[src/verilog/wssd_regs.vh]
// Constants for the waveform scale set decoder
`ifndef WSSD_REGS_VH
`define WSSD_REGS_VH
// ==========================================
// Scale information layout
`define WSSD_BITS_PER_PARAM 16
`define WSSD_NUM_SETS 8
`define WSSD_NUM_TYPES 4
`define WSSD_NUM_GROUPS 2
`define WSSD_TOTAL_WORDS 1024
`define WSSD_LAST_COUNT 10'h3FF
// ==========================================
// Parameter type codes
`define WSSD_TYPE_HSCALE 2'h0
`define WSSD_TYPE_VSCALE 2'h1
`define WSSD_TYPE_HORIZONTAL_ZERO 2'h2
`define WSSD_TYPE_VERTICAL_ZERO 2'h3
// ==========================================
// Field positions inside a scale word
`define WSSD_SIGN_BIT 15
`define WSSD_FRAC_HI 11
`define WSSD_FRAC_LO 10
`define WSSD_ZERO_HI 11
`define WSSD_ZERO_SIGN 11
// ==========================================
// Reset values
`define WSSD_WORD_RST 16'h0000
`define WSSD_CNT_RST 10'h000
`endif

[src/verilog/wssd_top.v]
// Waveform scale set decoder: gathers scale bits, decodes sets, scales points
`timescale 1ns/1ps
`default_nettype none
`include "wssd_regs.vh"
// Functional notes
// - Only bit zero of each fetched memory word is used as scale bit.
// - Two groups, four parameter types, eight sets each are stored.
// - Each parameter gathers sixteen bits, MSB first, from addresses eight apart.
// - Address order: set innermost, then bit, then type, group outermost.
// - Zero parameters keep low twelve bits as two's complement.
// - Binary power is field N9,N8 minus field N7,N6.
// - Decade exponent is -3*N5N4 plus N3N2 minus N1N0.
// - Negative scale word means not normalized, scale value reported zero.
// - Memory fraction is two to the power N11,N10 of horizontal word.
// - Set for a point is its address modulo eight, plus one.
// - Time is horizontal scale times address integer-divided by memory fraction.
// - Voltage is vertical scale times data word halved.
// - Point addresses span 0 to 4095, stepping 1, 2 or 4.
// - Two-channel full memory uses sets one and two; single channel eight equal.
// - Fetched words hold sign-extended sample above, scale bit at bit zero.
module wssd_top #(
  parameter AW = 12
) (
  input wire i_clk,                      // 25 MHz clock
  input wire i_rst_n,                    // Async reset, active low
  input wire i_start,                    // Start scale gathering, pulse
  input wire [AW-1:0] i_scale_base,      // Scale information start address
  output wire o_mem_rd,                  // Memory read request, level
  output reg [AW-1:0] o_mem_addr_r,      // Memory load address
  input wire i_mem_ack,                  // Memory word valid, pulse
  input wire [15:0] i_mem_data,          // Fetched memory word
  output reg o_done_r,                   // Scale sets decoded
  output wire o_busy,                    // Gathering in progress
  input wire i_pt_valid,                 // Point request valid
  output wire o_pt_ready,                // Point request ready
  input wire [AW-1:0] i_pt_addr,         // Point memory address
  input wire [15:0] i_pt_data,           // Point memory word
  input wire i_pt_group,                 // 0 original, 1 reset numbers
  output wire o_res_valid,               // Result valid
  input wire i_res_ready,                // Result ready
  output wire [2:0] o_res_set,           // Set index used, zero based
  output wire o_res_horizontal_scale,               // Horizontal scale normalized
  output wire [AW-1:0] o_res_time_mant,  // Time mantissa
  output wire [3:0] o_res_time_pow2,     // Time binary exponent, signed
  output wire [4:0] o_res_time_dec,      // Time decade exponent, signed
  output wire o_res_vertical_scale,               // Vertical scale normalized
  output wire [14:0] o_res_volt_mant,    // Voltage mantissa, signed
  output wire [3:0] o_res_volt_pow2,     // Voltage binary exponent, signed
  output wire [4:0] o_res_volt_dec,      // Voltage decade exponent, signed
  output wire [15:0] o_res_horizontal_zero,        // Horizontal zero, signed
  output wire [15:0] o_res_vertical_zero         // Vertical zero, signed
);
  // ==========================================
  // States
  localparam [3:0] ST_IDLE = 4'h1;
  localparam [3:0] ST_FETCH = 4'h2;
  localparam [3:0] ST_WRITE = 4'h4;
  localparam [3:0] ST_DONE = 4'h8;
  localparam RW = 3 + 1 + AW + 4 + 5 + 1 + 15 + 4 + 5 + 32;

  // ==========================================
  // Functions
  // Binary power and decade exponent of a scale word
  function [8:0] scale_exp;
    input [15:0] w;
    reg [3:0] p;
    reg [4:0] d;
    begin
      p = {2'h0, w[9:8]} - {2'h0, w[7:6]};
      d = {3'h0, w[3:2]} - {3'h0, w[1:0]} - 5'h03 * {3'h0, w[5:4]};
      scale_exp = {p, d};
    end
  endfunction

  // Sign extend a zero parameter from twelve bits
  function [15:0] zero_fix;
    input [15:0] w;
    begin
      zero_fix = {{4{w[`WSSD_ZERO_SIGN]}}, w[`WSSD_ZERO_HI:0]};
    end
  endfunction

  // ==========================================
  // Gathering control
  reg [3:0] state_r;
  reg [9:0] cnt_r;
  reg [2:0] widx_r;
  reg [15:0] acc_r [0:7];
  wire [2:0] c_set = cnt_r[2:0];
  wire [3:0] c_bit = cnt_r[6:3];
  wire [1:0] c_type = cnt_r[8:7];
  wire c_group = cnt_r[9];
  wire scale_bit = i_mem_data[0];
  wire take = (state_r == ST_FETCH) && i_mem_ack;
  wire last_word = (widx_r == 3'h7) && (cnt_r == `WSSD_LAST_COUNT);

  assign o_mem_rd = (state_r == ST_FETCH);
  assign o_busy = (state_r == ST_FETCH) || (state_r == ST_WRITE);

  // Shift registers, one per set
  genvar g;
  generate
    for (g = 0; g < 8; g = g + 1) begin : g_acc
      always @(posedge i_clk or negedge i_rst_n) begin
        if (!i_rst_n) begin
          acc_r[g] <= `WSSD_WORD_RST;
        end else if (take && (c_set == g)) begin
          acc_r[g] <= {acc_r[g][14:0], scale_bit};
        end
      end
    end
  endgenerate

  // Sequencer
  always @(posedge i_clk or negedge i_rst_n) begin
    if (!i_rst_n) begin
      state_r <= ST_IDLE;
      cnt_r <= `WSSD_CNT_RST;
      widx_r <= 3'h0;
      o_mem_addr_r <= {AW{1'b0}};
      o_done_r <= 1'b0;
    end else begin
      case (state_r)
        ST_IDLE, ST_DONE: begin
          if (i_start) begin
            state_r <= ST_FETCH;
            cnt_r <= `WSSD_CNT_RST;
            o_mem_addr_r <= i_scale_base;
            o_done_r <= 1'b0;
          end
        end
        ST_FETCH: begin
          if (i_mem_ack) begin
            o_mem_addr_r <= o_mem_addr_r + {{(AW-1){1'b0}}, 1'b1};
            if (c_set == 3'h7 && c_bit == 4'hF) begin
              state_r <= ST_WRITE;
              widx_r <= 3'h0;
            end else begin
              cnt_r <= cnt_r + 10'h001;
            end
          end
        end
        ST_WRITE: begin
          widx_r <= widx_r + 3'h1;
          if (last_word) begin
            state_r <= ST_DONE;
            o_done_r <= 1'b1;
          end else if (widx_r == 3'h7) begin
            state_r <= ST_FETCH;
            cnt_r <= cnt_r + 10'h001;
          end
        end
        default: begin
          state_r <= ST_IDLE;
        end
      endcase
    end
  end

  // ==========================================
  // Set store
  wire is_zero_type = (c_type == `WSSD_TYPE_HORIZONTAL_ZERO) || (c_type == `WSSD_TYPE_VERTICAL_ZERO);
  wire [15:0] wr_word = is_zero_type ? zero_fix(acc_r[widx_r]) : acc_r[widx_r];
  reg [3:0] wlane;
  wire [63:0] rd_word;
  wire acc_pt;
  wire [3:0] rd_addr = {i_pt_group, i_pt_addr[2:0]};

  // Lane for the type being written, scale lanes high
  always @* begin
    wlane = 4'h0;
    case (c_type)
      `WSSD_TYPE_HSCALE: wlane = 4'h8;
      `WSSD_TYPE_VSCALE: wlane = 4'h4;
      `WSSD_TYPE_HORIZONTAL_ZERO: wlane = 4'h2;
      default: wlane = 4'h1;
    endcase
  end

  wssd_mem #(
    .AW(4),
    .LW(16),
    .LANES(4)
  ) u_mem (
    .i_clk(i_clk),
    .i_we(state_r == ST_WRITE),
    .i_waddr({c_group, widx_r}),
    .i_wlane(wlane),
    .i_wdata(wr_word),
    .i_raddr(rd_addr),
    .o_rdata(rd_word)
  );

  // ==========================================
  // Point pipeline
  reg s1_v_r;
  reg [AW-1:0] s1_addr_r;
  reg [14:0] s1_data_r;
  reg [1:0] bcnt_r;
  reg [RW-1:0] ent0_r;
  reg [RW-1:0] ent1_r;
  wire [1:0] pend = bcnt_r + {1'b0, s1_v_r};

  assign o_pt_ready = o_done_r && (pend < 2'h2);
  assign acc_pt = i_pt_valid && o_pt_ready;

  // Stage one holds address and halved data during read
  always @(posedge i_clk or negedge i_rst_n) begin
    if (!i_rst_n) begin
      s1_v_r <= 1'b0;
      s1_addr_r <= {AW{1'b0}};
      s1_data_r <= 15'h0000;
    end else begin
      s1_v_r <= acc_pt;
      if (acc_pt) begin
        s1_addr_r <= i_pt_addr;
        s1_data_r <= i_pt_data[15:1];
      end
    end
  end

  // Result compute from the selected set
  wire [15:0] hs = rd_word[63:48];
  wire [15:0] vs = rd_word[47:32];
  wire [15:0] hz = rd_word[31:16];
  wire [15:0] vz = rd_word[15:0];
  wire [8:0] he = scale_exp(hs);
  wire [8:0] ve = scale_exp(vs);
  wire horizontal_scale = !hs[`WSSD_SIGN_BIT];
  wire vertical_scale = !vs[`WSSD_SIGN_BIT];
  wire [1:0] frac_pow = hs[`WSSD_FRAC_HI:`WSSD_FRAC_LO];
  wire [AW-1:0] tcount = s1_addr_r >> frac_pow;
  wire [AW-1:0] tmant = horizontal_scale ? tcount : {AW{1'b0}};
  wire [14:0] vmant = vertical_scale ? s1_data_r : 15'h0000;
  wire [RW-1:0] res = {s1_addr_r[2:0], horizontal_scale, tmant, he, vertical_scale, vmant, ve, hz, vz};

  // Two-entry buffer, head in ent0
  wire pop = (bcnt_r != 2'h0) && i_res_ready;
  wire push = s1_v_r;
  always @(posedge i_clk or negedge i_rst_n) begin
    if (!i_rst_n) begin
      bcnt_r <= 2'h0;
      ent0_r <= {RW{1'b0}};
      ent1_r <= {RW{1'b0}};
    end else begin
      case ({push, pop})
        2'b10: begin
          if (bcnt_r == 2'h0) begin
            ent0_r <= res;
          end else begin
            ent1_r <= res;
          end
          bcnt_r <= bcnt_r + 2'h1;
        end
        2'b01: begin
          ent0_r <= ent1_r;
          bcnt_r <= bcnt_r - 2'h1;
        end
        2'b11: begin
          if (bcnt_r == 2'h1) begin
            ent0_r <= res;
          end else begin
            ent0_r <= ent1_r;
            ent1_r <= res;
          end
        end
        default: begin
          bcnt_r <= bcnt_r;
        end
      endcase
    end
  end

  // Result outputs from the head entry
  assign o_res_valid = (bcnt_r != 2'h0);
  assign {o_res_set, o_res_horizontal_scale, o_res_time_mant, o_res_time_pow2, o_res_time_dec,
          o_res_vertical_scale, o_res_volt_mant, o_res_volt_pow2, o_res_volt_dec,
          o_res_horizontal_zero, o_res_vertical_zero} = ent0_r;
endmodule
`default_nettype wire

[src/verilog/wssd_mem.v]
// Scale set store with lane writes and registered read
`timescale 1ns/1ps
`default_nettype none
module wssd_mem #(
  parameter AW = 4,
  parameter LW = 16,
  parameter LANES = 4
) (
  input wire i_clk,                      // System clock
  input wire i_we,                       // Write strobe
  input wire [AW-1:0] i_waddr,           // Write index
  input wire [LANES-1:0] i_wlane,        // Lane select, one hot
  input wire [LW-1:0] i_wdata,           // Lane data
  input wire [AW-1:0] i_raddr,           // Read index
  output reg [LW*LANES-1:0] o_rdata      // Registered read word
);
  reg [LW*LANES-1:0] mem_r [0:(1<<AW)-1];
  integer lane_i;
  // Lane writes, one process so the store has a single driver
  always @(posedge i_clk) begin
    for (lane_i = 0; lane_i < LANES; lane_i = lane_i + 1) begin
      if (i_we && i_wlane[lane_i]) begin
        mem_r[i_waddr][lane_i*LW +: LW] <= i_wdata;
      end
    end
  end
  // Registered read
  always @(posedge i_clk) begin
    o_rdata <= mem_r[i_raddr];
  end
endmodule
`default_nettype wire

[config.mk]
export PLATFORM = sky130hd
export DESIGN_NAME = wssd_top
export DESIGN_NICKNAME = d
export VERILOG_FILES = /design/src/verilog/wssd_top.v /design/src/verilog/wssd_mem.v
export VERILOG_INCLUDE_DIRS = /design/src /design/src/verilog
export SDC_FILE = /design/constraint.sdc
export NUM_CORES = 1
export LEC_CHECK = 0
export ABC_AREA = 0
export BUFFER_PORTS_ARGS = -buffer_cell sky130_fd_sc_hd__buf_2
export CELL_PAD_IN_SITES_DETAIL_PLACEMENT = 1
export CELL_PAD_IN_SITES_GLOBAL_PLACEMENT = 2
export CORE_AREA = 3 3 570 289
export CTS_CLUSTER_SIZE = 10
export DETAILED_ROUTE_END_ITERATION = 16
export DIE_AREA = 0 0 573 292
export PLACE_DENSITY_LB_ADDON = 0.12
export SETUP_SLACK_MARGIN = 0.05
export SYNTH_ARGS = -nofsm -noshare
export SYNTH_HDL_FRONTEND = slang
export SYNTH_HIERARCHICAL = 1
export SYNTH_SLANG_ARGS = --single-unit
[constraint.sdc]
create_clock -name i_clk -period 10.63 [get_ports i_clk]
set_clock_uncertainty 0.2 [all_clocks]
set_input_delay 1.063 -clock i_clk [delete_from_list [all_inputs] [get_ports i_clk]]
set_output_delay 1.063 -clock i_clk [all_outputs]
set_load 0.005 [all_outputs]
==> out/metrics.csv <==
stage,metric,value,unit
place,pre_cts_ws,6.48,ns
critical_path,path_cells,"or4b_4, inv_2, buf_2",
sta,worstMarginPinSlew,1.22,ns
critical_path,r2r_end,cnt_r[7],
die,initial_utilization,31.9,%
run,maxCapViolCount,0,
clock_tree,cts_setup_buffers,0,
sta,setup_tns,0,ns
critical_path,crit_type,reg -> out,
cells_and_area,final_nets,3166,
critical_path,crit_path_start,state_r[3],
global_routing,grt_pass1_vias,28600,
cells_and_area,seq_area,36700,um2
sta,fin_hold_ws,0.213,ns
sta,drv_slew,0,
sta,timing.fmax,259,MHz
clock_tree,path_clk_slew,0.05,ns
pwr,ir_drop,0.000165,V
critical_path,critPathBufInv,2,
critical_path,start_kind,flip-flop,
pwr,finalPower,0.0128,W
die,core,160000,um2
route,drc,0,
clock_tree,cts_buffers,157,
route,detail_route.vias_per_cell,4.94,
sta,fin_crit,3.85,ns
pwr,powerDensity,217,nW/um2
pwr,p_leak,21.0,nW
synth,synthesis.area,51100,um2
global_routing,track_usage,15.6,%
die,std_cell_rows,104,
place,globalplace.congestion,0.694,
synth,postSynthAreaPerCell,17.9,um2
critical_path,slowest_delay,0.68,ns
sta,finalCritPeriodShare,36.3,%
synth,syn_nets,2951,
clock_tree,clk_latency,0.78,ns
sta,rsz0062_at_grt,false,
clock_tree,clock-sinks,1300,
clock_tree,htreeDepth,4,
route,routed-via-count,26400,
route,detail_route.iter0.violations,1638,
route,drtAntennaViolNets,0,
global_routing,grt_pass1_wl,195,mm
outcome,outcome,"finished, final reports clean",
route,wl_per_cell,24.5,um
cells_and_area,nFillCells,15800,
die,io_pins,162,
global_routing,grt_max_degree,117,
global_routing,grt_overflow,0,
critical_path,worstPathRequired,9.37,ns
die,dieArea,167000,um2
clock_tree,ctsResizeCount,0,
critical_path,crit_fanout,32,
sta,fin_ws,6.78,ns
critical_path,r2r_setup_slack,6.92,ns
place,dp_hpwl,76.7,mm
critical_path,cpMaxStageDelayCell,or4b_4,
clock_tree,cts.path.max_buffers,4,
route,totalWireLength,131,mm
critical_path,cp-end-kind,output pin,
critical_path,r2r-start,widx_r[0],
synth,synthCells,2852,
place,place_inst,5081,
cells_and_area,final_cells,5352,
clock_tree,cts_tree,yes,
die,die_width,573,um
die,die_height,292,um
sta,final-setup-viol-count,0,
clock_tree,cts_hold_buf,0,
cells_and_area,multi_input_area,13500,um2
cells_and_area,syn_to_final_growth,15.6,%
sta,maxSlewHeadroom,18.4,%
place,port_buffers,145,
synth,yosys_warnings,6,
cells_and_area,drive_gt1_share,27.5,%
critical_path,r2r_cells,8,
sta,hold_viol,0,
route,drt_first_pass_iters,5,
critical_path,crit_family,simple AND/OR/NAND/NOR gates,
min_path,hp-class,in -> async,
clock_tree,cts_root_buffer,clkbuf_16,
critical_path,crit_cells,3,
global_routing,antenna_found_initial,9,
critical_path,crit_arrival,2.59,ns
==> routing by layer <==
metal / up-vias / GRT usage [%] / wire length, um
met5: - / 0 / 0
met4: 0 / 2.88 / 1950
met3: 159 / 2.94 / 5270
met2: 428 / 24.5 / 60100
met1: 14200 / 22.7 / 63800
li1: 11600 / - / -
==> power breakdown <==
group / switching (W) / internal (W) / total [W]
Combinational: 0.00109 / 0.000684 / 0.00178
Clock: 0.00201 / 0.00281 / 0.00482
Sequential: 0.000308 / 0.00594 / 0.00625
==> worst max-delay path by stage <==
| stage | endpoint | slack (ns) |
|---|---|---|
| after CTS | o_mem_rd | 6.69 |
| after detailed placement | u_mem/o_rdata[26] | 6.48 |
| final | o_mem_rd | 6.78 |
| after global placement | u_mem/o_rdata[26] | 6.47 |
| after floorplan | u_mem/mem_r[0][15] | 6.47 |
| after global routing | cnt_r[6] | 6.54 |
==> layout by cell type (no fill, tap or decap), drive strengths merged, types with 100 or more instances in the layout <==
| cell | count |
|---|---|
| nor2 | 144 |
| o21ai | 100 |
| buf | 234 |
| a22oi | 151 |
| clkbuf | 260 |
| dfrtp | 347 |
| edfxtp | 896 |
| mux4 | 258 |
| mux2 | 211 |
| nand2 | 179 |
==> sequential cells by signal, indices dropped and copies added (netlist names) <==
| register | cells |
|---|---|
| ent0_r | 80 |
| s1_addr_r | 12 |
| state_r | 4 |
| ent1_r | 80 |
| o_done_r | 1 |
| acc_r | 128 |
| push | 1 |
| u_mem/o_rdata | 56 |
| s1_data_r | 15 |
| bcnt_r | 2 |
| u_mem/mem_r | 896 |
| widx_r | 3 |
| cnt_r | 10 |
| o_mem_addr_r | 12 |
==> per-stage QoR <==
step                util [%]  instance area (um2)
floorplan                  -                51100
global placement        34.1                54600
detailed placement      34.1                54600
CTS                     36.9                59100
global route            36.9                59100
finish                  36.9                59100
==> cell type report <==
cell class,instances,area share (%)
Antenna cell,5,0.0212
Clock buffer,260,7.46
Clock inverter,6,0.110
Inverter,38,0.241
Multi-Input combinational cell,1336,22.9
Sequential cell,1300,62.2
Tap cell,2173,4.60
Timing Repair Buffer,234,2.47
(Power assumes the default switching activity.)
